<file path="src/rtl/eep_regs.vh">
// constants for the encoder emulation port: offsets, field codes, reset values
`ifndef EEP_REGS_VH
`define EEP_REGS_VH
// register byte offsets
`define EEP_OFF_MODE 8'h00
`define EEP_OFF_RES 8'h04
`define EEP_OFF_ZOFF 8'h08
`define EEP_OFF_TURNS 8'h0c
`define EEP_OFF_DIR 8'h10
`define EEP_OFF_FULL 8'h14
`define EEP_OFF_INPOS 8'h18
`define EEP_OFF_STATUS 8'h1c
// emulation mode codes
`define EEP_MODE_INPUT 3'h0
`define EEP_MODE_ONCE_REV 3'h1
`define EEP_MODE_ABSOLUTE 3'h2
`define EEP_MODE_IN_QUAD 3'h3
`define EEP_MODE_IN_STEP 3'h4
`define EEP_MODE_IN_UPDN 3'h5
// reset values
`define EEP_RST_MODE 3'h0
`define EEP_RST_RES 16'h0000
`define EEP_RST_ZOFF 16'h0000
`define EEP_RST_TURNS 16'h0000
`define EEP_RST_DIR 1'h0
// fraction field: one revolution is 65536 units
`define EEP_FRAC_BITS 16
`endif

</file>
<file path="src/rtl/eep_encoder_emulation_port.v">
// encoder emulation port: quadrature output from motor position, deprecated input modes
//
// The implementer's own choices: the address-and-strobe port and the placing of the registers.
`timescale 1ns/1ps
`include "eep_regs.vh"
// Overview of operation
// - mode zero: connector is input only, emulated outputs not driven.
// - output modes drive A and B a quarter cycle apart, plus index.
// - mode one: index once per revolution at the index offset.
// - mode two: single index when motor reaches the full offset.
// - full offset is absolute turns plus index offset as fraction.
// - index offset uses 65536 units per revolution, any resolution.
// - full offset is read-only, computed, never writable.
// - mode three accepts quadrature input as position source.
// - mode four accepts step and direction, one count per step.
// - mode five accepts up and down pulses and tracks position.
// - resolution: output counts per revolution, or input counts per revolution.
// - resolution is post-quadrature, every edge of both channels counts.
// - resolution zero produces no position command.
// - index offset adjustable within one turn and retained.
module eep_encoder_emulation_port #(
  parameter POS_W = 32
) (
  // clock and reset
  input wire clk,
  input wire rst,
  // register port
  input wire [7:0] regAddr,
  input wire [31:0] regWrData,
  input wire regWr,
  input wire regRd,
  output reg [31:0] regRdData,
  // primary feedback position, turns in the high half, 1/65536 turn below
  input wire [POS_W-1:0] motorPos,
  // emulation connector channels
  input wire emuAIn,
  input wire emuBIn,
  output reg emuAOut,
  output reg emuBOut,
  output reg emuIdxOut,
  output reg emuOe,
  // position command from the input modes
  output reg cmdUp,
  output reg cmdDown,
  output reg [POS_W-1:0] cmdPos
);

  localparam FB = `EEP_FRAC_BITS;
  localparam PW = POS_W + 17;

  // configuration registers
  reg [2:0] mode_reg;
  reg [15:0] res_reg;
  reg [15:0] zoff_reg;
  reg [15:0] turns_reg;
  reg dir_reg;
  // output tracking state
  reg [POS_W-1:0] outCount_reg;
  reg [POS_W-1:0] posPrev_reg;
  reg absDone_reg;
  // input tracking state
  reg [15:0] inFrac_reg;
  reg [POS_W-FB-1:0] inTurns_reg;

  wire outMode;
  wire inMode;
  wire resZero;
  wire [PW-1:0] product;
  wire [POS_W-1:0] target;
  wire [POS_W-1:0] fullOffset;
  wire stepFwd;
  wire stepBack;
  wire [1:0] phase;
  wire idxOnce;
  wire idxAbs;
  wire decUp;
  wire decDown;

  // signed crossing of a threshold between two successive positions
  function crossed;
    input [POS_W-1:0] prevP;
    input [POS_W-1:0] curP;
    input [POS_W-1:0] thr;
    begin
      crossed = ($signed(prevP) < $signed(thr) && $signed(curP) >= $signed(thr)) ||
                ($signed(prevP) >= $signed(thr) && $signed(curP) < $signed(thr));
    end
  endfunction

  // crossing of a point inside one revolution, modulo one turn
  function crossedFrac;
    input [15:0] prevF;
    input [15:0] curF;
    input [15:0] z;
    reg [15:0] delta;
    reg [15:0] toZ;
    begin
      delta = curF - prevF;
      toZ = z - prevF;
      if (delta == 16'h0000) begin
        crossedFrac = 1'b0;
      end else if (!delta[15]) begin
        crossedFrac = (toZ != 16'h0000) && (toZ <= delta);
      end else begin
        crossedFrac = ((16'h0000 - toZ) < (16'h0000 - delta)) || (toZ == 16'h0000);
      end
    end
  endfunction

  // gray sequence of the quadrature phase
  function [1:0] quadGray;
    input [1:0] cnt;
    begin
      quadGray = {cnt[1] ^ cnt[0], cnt[1]};
    end
  endfunction

  assign outMode = (mode_reg == `EEP_MODE_ONCE_REV) || (mode_reg == `EEP_MODE_ABSOLUTE);
  assign inMode = (mode_reg == `EEP_MODE_IN_QUAD) || (mode_reg == `EEP_MODE_IN_STEP) ||
                  (mode_reg == `EEP_MODE_IN_UPDN);
  assign resZero = (res_reg == 16'h0000);

  // emulated count target: position times counts per revolution over 65536
  assign product = $signed({motorPos[POS_W-1], motorPos}) * $signed({1'b0, res_reg});
  assign target = product[POS_W+FB-1:FB];

  // full offset: whole turns above, index offset as the fraction
  assign fullOffset = {turns_reg[POS_W-FB-1:0], zoff_reg};

  assign stepFwd = ($signed(target) > $signed(outCount_reg));
  assign stepBack = ($signed(target) < $signed(outCount_reg));
  assign phase = quadGray(outCount_reg[1:0]);

  assign idxOnce = crossedFrac(posPrev_reg[FB-1:0], motorPos[FB-1:0], zoff_reg);
  assign idxAbs = crossed(posPrev_reg, motorPos, fullOffset);

  // decoder for the deprecated input modes
  eep_input_decoder u_dec (
    .clk(clk),
    .rst(rst),
    .mode(mode_reg),
    .chanA(emuAIn),
    .chanB(emuBIn),
    .countUp(decUp),
    .countDown(decDown)
  );

  // register writes; full offset and status have no write effect
  always @(posedge clk or posedge rst) begin
    if (rst) begin
      mode_reg <= `EEP_RST_MODE;
      res_reg <= `EEP_RST_RES;
      zoff_reg <= `EEP_RST_ZOFF;
      turns_reg <= `EEP_RST_TURNS;
      dir_reg <= `EEP_RST_DIR;
    end else if (regWr) begin
      case (regAddr)
        `EEP_OFF_MODE: mode_reg <= regWrData[2:0];
        `EEP_OFF_RES: res_reg <= regWrData[15:0];
        `EEP_OFF_ZOFF: zoff_reg <= regWrData[15:0];
        `EEP_OFF_TURNS: turns_reg <= regWrData[15:0];
        `EEP_OFF_DIR: dir_reg <= regWrData[0];
        default: mode_reg <= mode_reg;
      endcase
    end
  end

  // read data one cycle after the read strobe, zero otherwise
  always @(posedge clk or posedge rst) begin
    if (rst) begin
      regRdData <= 32'h00000000;
    end else if (regRd) begin
      case (regAddr)
        `EEP_OFF_MODE: regRdData <= {29'h0, mode_reg};
        `EEP_OFF_RES: regRdData <= {16'h0, res_reg};
        `EEP_OFF_ZOFF: regRdData <= {16'h0, zoff_reg};
        `EEP_OFF_TURNS: regRdData <= {16'h0, turns_reg};
        `EEP_OFF_DIR: regRdData <= {31'h0, dir_reg};
        `EEP_OFF_FULL: regRdData <= fullOffset;
        `EEP_OFF_INPOS: regRdData <= cmdPos;
        `EEP_OFF_STATUS: regRdData <= {28'h0, absDone_reg, emuOe, inMode, resZero};
        default: regRdData <= 32'h00000000;
      endcase
    end else begin
      regRdData <= 32'h00000000;
    end
  end

  // emulated counter follows the target one edge per clock
  always @(posedge clk or posedge rst) begin
    if (rst) begin
      outCount_reg <= {POS_W{1'b0}};
      posPrev_reg <= {POS_W{1'b0}};
    end else begin
      posPrev_reg <= motorPos;
      if (!outMode || resZero) begin
        outCount_reg <= target; // no burst when output resumes
      end else if (stepFwd) begin
        outCount_reg <= outCount_reg + {{(POS_W-1){1'b0}}, 1'b1};
      end else if (stepBack) begin
        outCount_reg <= outCount_reg - {{(POS_W-1){1'b0}}, 1'b1};
      end
    end
  end

  // pins: quadrature pair, index, and drive enable
  always @(posedge clk or posedge rst) begin
    if (rst) begin
      emuAOut <= 1'b0;
      emuBOut <= 1'b0;
      emuIdxOut <= 1'b0;
      emuOe <= 1'b0;
      absDone_reg <= 1'b0;
    end else begin
      emuOe <= outMode;
      if (outMode) begin
        // direction swaps which channel leads
        emuAOut <= dir_reg ? phase[0] : phase[1];
        emuBOut <= dir_reg ? phase[1] : phase[0];
      end else begin
        emuAOut <= 1'b0;
        emuBOut <= 1'b0;
      end
      if (mode_reg == `EEP_MODE_ONCE_REV) begin
        emuIdxOut <= idxOnce;
      end else if (mode_reg == `EEP_MODE_ABSOLUTE) begin
        emuIdxOut <= idxAbs && !absDone_reg;
      end else begin
        emuIdxOut <= 1'b0;
      end
      // absolute index fires once until mode or offset is rewritten
      if (regWr && (regAddr == `EEP_OFF_MODE || regAddr == `EEP_OFF_TURNS || regAddr == `EEP_OFF_ZOFF)) begin
        absDone_reg <= 1'b0;
      end else if (mode_reg == `EEP_MODE_ABSOLUTE && idxAbs) begin
        absDone_reg <= 1'b1;
      end
    end
  end

  // input position tracking; a revolution is res counts
  always @(posedge clk or posedge rst) begin
    if (rst) begin
      inFrac_reg <= 16'h0000;
      inTurns_reg <= {(POS_W-FB){1'b0}};
      cmdUp <= 1'b0;
      cmdDown <= 1'b0;
      cmdPos <= {POS_W{1'b0}};
    end else begin
      cmdUp <= 1'b0;
      cmdDown <= 1'b0;
      if (inMode && !resZero) begin
        if (decUp) begin
          cmdUp <= 1'b1;
          cmdPos <= cmdPos + {{(POS_W-1){1'b0}}, 1'b1};
          if (inFrac_reg >= res_reg - 16'h0001) begin
            inFrac_reg <= 16'h0000;
            inTurns_reg <= inTurns_reg + {{(POS_W-FB-1){1'b0}}, 1'b1};
          end else begin
            inFrac_reg <= inFrac_reg + 16'h0001;
          end
        end else if (decDown) begin
          cmdDown <= 1'b1;
          cmdPos <= cmdPos - {{(POS_W-1){1'b0}}, 1'b1};
          if (inFrac_reg == 16'h0000) begin
            inFrac_reg <= res_reg - 16'h0001;
            inTurns_reg <= inTurns_reg - {{(POS_W-FB-1){1'b0}}, 1'b1};
          end else begin
            inFrac_reg <= inFrac_reg - 16'h0001;
          end
        end
      end
    end
  end
endmodule

</file>
<file path="src/rtl/eep_input_decoder.v">
// decoder for the input modes: quadrature, step/direction and up/down pulses
`timescale 1ns/1ps
module eep_input_decoder (
  // clock and reset
  input wire clk,
  input wire rst,
  // selected mode
  input wire [2:0] mode,
  // connector channels
  input wire chanA,
  input wire chanB,
  // count pulses
  output reg countUp,
  output reg countDown
);
`include "eep_regs.vh"

  reg aPrev_reg;
  reg bPrev_reg;
  wire aRise;
  wire bRise;
  wire quadChange;
  wire quadFwd;

  assign aRise = chanA & ~aPrev_reg;
  assign bRise = chanB & ~bPrev_reg;
  assign quadChange = (chanA ^ aPrev_reg) | (chanB ^ bPrev_reg);
  // forward when the new A differs from the old B (A leads B)
  assign quadFwd = chanA ^ bPrev_reg;

  // previous channel levels for edge detection
  always @(posedge clk or posedge rst) begin
    if (rst) begin
      aPrev_reg <= 1'b0;
      bPrev_reg <= 1'b0;
    end else begin
      aPrev_reg <= chanA;
      bPrev_reg <= chanB;
    end
  end

  // count pulses per mode
  always @(posedge clk or posedge rst) begin
    if (rst) begin
      countUp <= 1'b0;
      countDown <= 1'b0;
    end else begin
      countUp <= 1'b0;
      countDown <= 1'b0;
      case (mode)
        `EEP_MODE_IN_QUAD: begin
          // each edge of one channel alone is one count; both channels changing at once give none
          if (quadChange && !((chanA ^ aPrev_reg) & (chanB ^ bPrev_reg))) begin
            countUp <= quadFwd;
            countDown <= ~quadFwd;
          end
        end
        `EEP_MODE_IN_STEP: begin
          // step on A rising, direction on B
          if (aRise) begin
            countUp <= ~chanB;
            countDown <= chanB;
          end
        end
        `EEP_MODE_IN_UPDN: begin
          // separate up and down pulse lines
          if (aRise != bRise) begin
            countUp <= aRise;
            countDown <= bRise;
          end
        end
        default: begin
          countUp <= 1'b0;
          countDown <= 1'b0;
        end
      endcase
    end
  end
endmodule

</file>
<file path="config.mk">
export PLATFORM = sky130hd
export DESIGN_NAME = eep_encoder_emulation_port
export DESIGN_NICKNAME = d
export VERILOG_FILES = /design/src/rtl/eep_encoder_emulation_port.v /design/src/rtl/eep_input_decoder.v
export VERILOG_INCLUDE_DIRS = /design/src /design/src/rtl
export SDC_FILE = /design/constraint.sdc
export NUM_CORES = 2
export LEC_CHECK = 0
export BUFFER_PORTS_ARGS = -buffer_cell sky130_fd_sc_hd__buf_2
export CAP_MARGIN = 40
export CORE_ASPECT_RATIO = 1.4
export CORE_MARGIN = 2
export CORE_UTILIZATION = 45
export DETAILED_ROUTE_END_ITERATION = 8
export GPL_ROUTABILITY_DRIVEN = 0
export SYNTH_ARGS = -nofsm -noshare
export SYNTH_HDL_FRONTEND = slang
export SYNTH_SLANG_ARGS = --single-unit
</file>
<file path="constraint.sdc">
create_clock -name clk -period 13.1 [get_ports clk]
set_clock_uncertainty 0.1 [all_clocks]
set_input_delay 2.62 -clock clk [delete_from_list [all_inputs] [get_ports clk]]
set_output_delay 2.62 -clock clk [all_outputs]
set_load 0.05 [all_outputs]
</file>
==> impl_metrics.py <==
metrics = {
    "timing": {
        "relSlewSlack": 0.4397,
        "final-max-slew-violation-count": 0,
        "fin_crit_ns": 12.65,
        "post-route-period-util": 0.9655,
        "fmax_ghz": 0.07906,
        "finalSetupViolations": 0,
        "worst_pin_slew_ns": 0.8405,
        "finalHoldViolCount": 0,
    },
    "routing": {
        "drc": 0,
        "dr.pass1.iters": 6,
        "wl_mm": 93.70,
        "wl_per_cell_um": 19.16,
        "antenna_left": 0,
        "routed_via_density": 5.356,
        "vias": 26196,
        "initialDrtViolationCount": 1299,
    },
    "worst_setup_path": {
        "slowest_stage": "fa_1",
        "end_kind": "flip-flop",
        "path_common_cell": "fa_1",
        "slowest_delay_ns": 0.54,
        "crit_type": "input port to flip-flop",
        "cp-start-kind": "input port",
        "crit_required_ns": 13.39,
        "path_max_fanout": 15,
        "cp.arrival_ns": 12.94,
    },
    "logic_synthesis": {
        "yosys_warnings": 0,
        "synth_ff_type": "dfrtp_1",
        "synth_area_um2": 32700,
        "ys_ff_latch": 191,
        "synth_edf_count": 0,
        "syn_nets": 4593,
        "ys_async_sr_fraction": 1.000,
        "yosysUniqueCellTypes": 74,
        "syn_inst": 3694,
        "syn_avg_cell_area_um2": 8.851,
        "ys_seq_area_frac": 0.1462,
    },
    "finish": {
        "fillers": 6880,
        "syn_to_final_growth_pct": 12.30,
        "fin_nets": 4832,
        "area.sequential_um2": 4780,
        "drive_gt1_frac": 0.1300,
        "design_area_um2": 36720,
        "layout.cells.non_filler": 4891,
        "multiInputGateArea_um2": 24890,
    },
    "pwr": {
        "powerDensity_nw_per_um2": 135.5,
        "p_leak_nw": 18.85,
        "ir_drop_v": 0.0001566,
    },
    "cts": {
        "clock_latency_ns": 0.50,
        "cts_max_path_buffers": 2,
        "clock-sinks": 191,
        "clk_pin_slew_ns": 0.08,
        "cts_max_level": 4,
        "cts_tree": "yes",
        "root_buffer": "clkbuf_16",
        "numCtsBuffers": 17,
    },
    "die": {
        "fp.dieW_um": 231.8,
        "die-area_um2": 74860,
        "row_count": 116,
        "start_util": 0.4560,
        "fp.dieH_um": 322.9,
        "ios": 148,
        "core_um2": 71700,
    },
    "place": {
        "portBuffers": 131,
        "dpl.hpwl_mm": 77.61,
        "dpl_cell_area_um2": 35930,
        "dp_cells": 4854,
    },
    "global_routing": {
        "overflow": 0,
        "track_usage": 0.2628,
        "grt_max_degree": 97,
        "antenna_found_initial": 4,
        "grt_pass1_vias": 27841,
        "grt_pass1_wl_mm": 151.4,
    },
    "run_status": {
        "status": "finished clean",
    },
    "run": {
        "maxCapViolations": 0,
    },
    "worst_hold_path": {
        "holdCritPathClass": "flip-flop to flip-flop",
    },
}
==> final timing paths <==
kind	startpoint	end	slack [ns]	cells after the start
worst max-delay path	motorPos[13]	outCount_reg[31]$_DFFE_PP0P_	0.45	46
worst min-delay path	cmdPos[31]$_DFFE_PP0P_	cmdPos[31]$_DFFE_PP0P_	0.40	1
worst max register to register	res_reg[3]$_DFFE_PP0P_	outCount_reg[31]$_DFFE_PP0P_	1.65	44
worst min register to register	cmdPos[31]$_DFFE_PP0P_	cmdPos[31]$_DFFE_PP0P_	0.40	1
max in group asynchronous	rst	posPrev_reg[1]$_DFF_PP0_	9.63	5
min in group asynchronous	rst	outCount_reg[8]$_DFFE_PP0P_	1.96	2
==> layer usage <==
metal  track usage  vias to the layer above  part of all wire
li1              -                    12256                 -
met1        0.2914                    13053              0.37
met2        0.4834                      682              0.52
met3       0.02839                      203             0.042
met4        0.1534                        2             0.068
met5             0                        -          0.000085
==> per-stage QoR <==
step	setup slack [ns]	power (mW)	util	hold slack [ns]	setup TNS, ns
5_1_grt	-0.05337	5.497	0.5121	0.4338	-0.06678
4_1_cts	0.04698	4.959	0.5097	0.3984	0
2_1_floorplan	0.01472	3.062	-	0.3790	0
6_report	0.4520	4.977	0.5121	0.3983	0
3_3_place_gp	-0.4077	4.358	0.4999	0.3825	-1.153
3_5_place_dp	-0.4058	4.379	0.5011	0.3870	-1.106
==> cells in the mapped netlist (13+ instances only) <==
| cell type | n | share of area |
|---|---|---|
| fa_1 | 486 | 0.30 |
| inv_1 | 695 | 0.080 |
| a31oi_1 | 26 | 0.0050 |
| dfrtp_1 | 191 | 0.15 |
| xnor2_1 | 101 | 0.027 |
| a222oi_1 | 13 | 0.0040 |
| xor2_1 | 58 | 0.016 |
| o211ai_1 | 14 | 0.0032 |
| mux2_2 | 63 | 0.022 |
| nor3_1 | 35 | 0.0054 |
| ha_1 | 335 | 0.13 |
| nand2b_1 | 20 | 0.0038 |
| clkbuf_1 | 147 | 0.017 |
| and3_1 | 21 | 0.0040 |
| nor4_1 | 15 | 0.0029 |
| a211oi_1 | 18 | 0.0041 |
| o21ai_0 | 130 | 0.020 |
| nand2_1 | 460 | 0.053 |
| a22oi_1 | 25 | 0.0057 |
| nand4_1 | 30 | 0.0057 |
| and2_1 | 203 | 0.039 |
| o21a_1 | 29 | 0.0067 |
| nor2_1 | 128 | 0.015 |
| o21bai_1 | 14 | 0.0032 |
| a21oi_1 | 164 | 0.025 |
| nor2b_1 | 29 | 0.0055 |
| nand3_1 | 37 | 0.0057 |
| a21o_1 | 79 | 0.018 |
==> final cells by class <==
type                            instances  area share
Timing Repair Buffer                  371     0.07159
Sequential cell                       191      0.1302
Inverter                              696     0.07136
Multi-Input combinational cell       2656      0.6779
Antenna cell                            1  0.00006815
Clock inverter                         14    0.004771
Clock buffer                           18     0.01196
Tap cell                              944     0.03217
==> report_power, final <==
part	switching, mW	internal (mW)	total (mW)
combinational	1.93	1.77	3.70
sequential	0.0767	0.652	0.729
clock	0.283	0.265	0.548
==> logic make-up (layout without fill, tap and decap cells) <==
logic type               count (synthesis)  in the layout  share of synthesized area
AND/OR/NAND/NOR                       1016           1016                     0.1481
buffers and inverters                  847           1099                    0.09747
adder cells (fa/ha/maj)                821            821                     0.4258
AO/OA/AOI/OAI                          593            593                     0.1170
flip-flops                             191            191                     0.1462
XOR/XNOR                               159            159                    0.04259
multiplexers                            67             67                    0.02292
other                                    0              1                          0
==> critical path, delay by kind of cell <==
kind | cells | cell delay, ns
muxes | 3 | 0.81
and+or+nand+nor | 10 | 2.08
AOI/OAI and AO/OA | 13 | 2.08
adders and majority gates | 9 | 3.99
buffers and inverters | 9 | 1.00
xor gates and xnor gates | 2 | 0.30
==> timing repair <==
item                       CTS  global route
setup endpoints to repair    0             9
hold endpoints to repair     0             0
resized for setup            0            30
buffers inserted             0             4
hold buffers                 0             0
==> layout by cell type, fill, tap and decap left out, drive strengths merged, types with 25 or more instances in the layout <==
| master | n |
|---|---|
| and2 | 203 |
| mux2 | 63 |
| a22oi | 25 |
| buf | 371 |
| nand2 | 460 |
| nand4 | 30 |
| ha | 335 |
| a21oi | 166 |
| nor2 | 128 |
| o21ai | 134 |
| xor2 | 58 |
| a21o | 79 |
| dfrtp | 191 |
| o21a | 29 |
| nor2b | 29 |
| xnor2 | 101 |
| a31oi | 26 |
| nor3 | 35 |
| fa | 486 |
| inv | 704 |
| nand3 | 37 |
No activity file was read; power rests on OpenSTA's default activity.
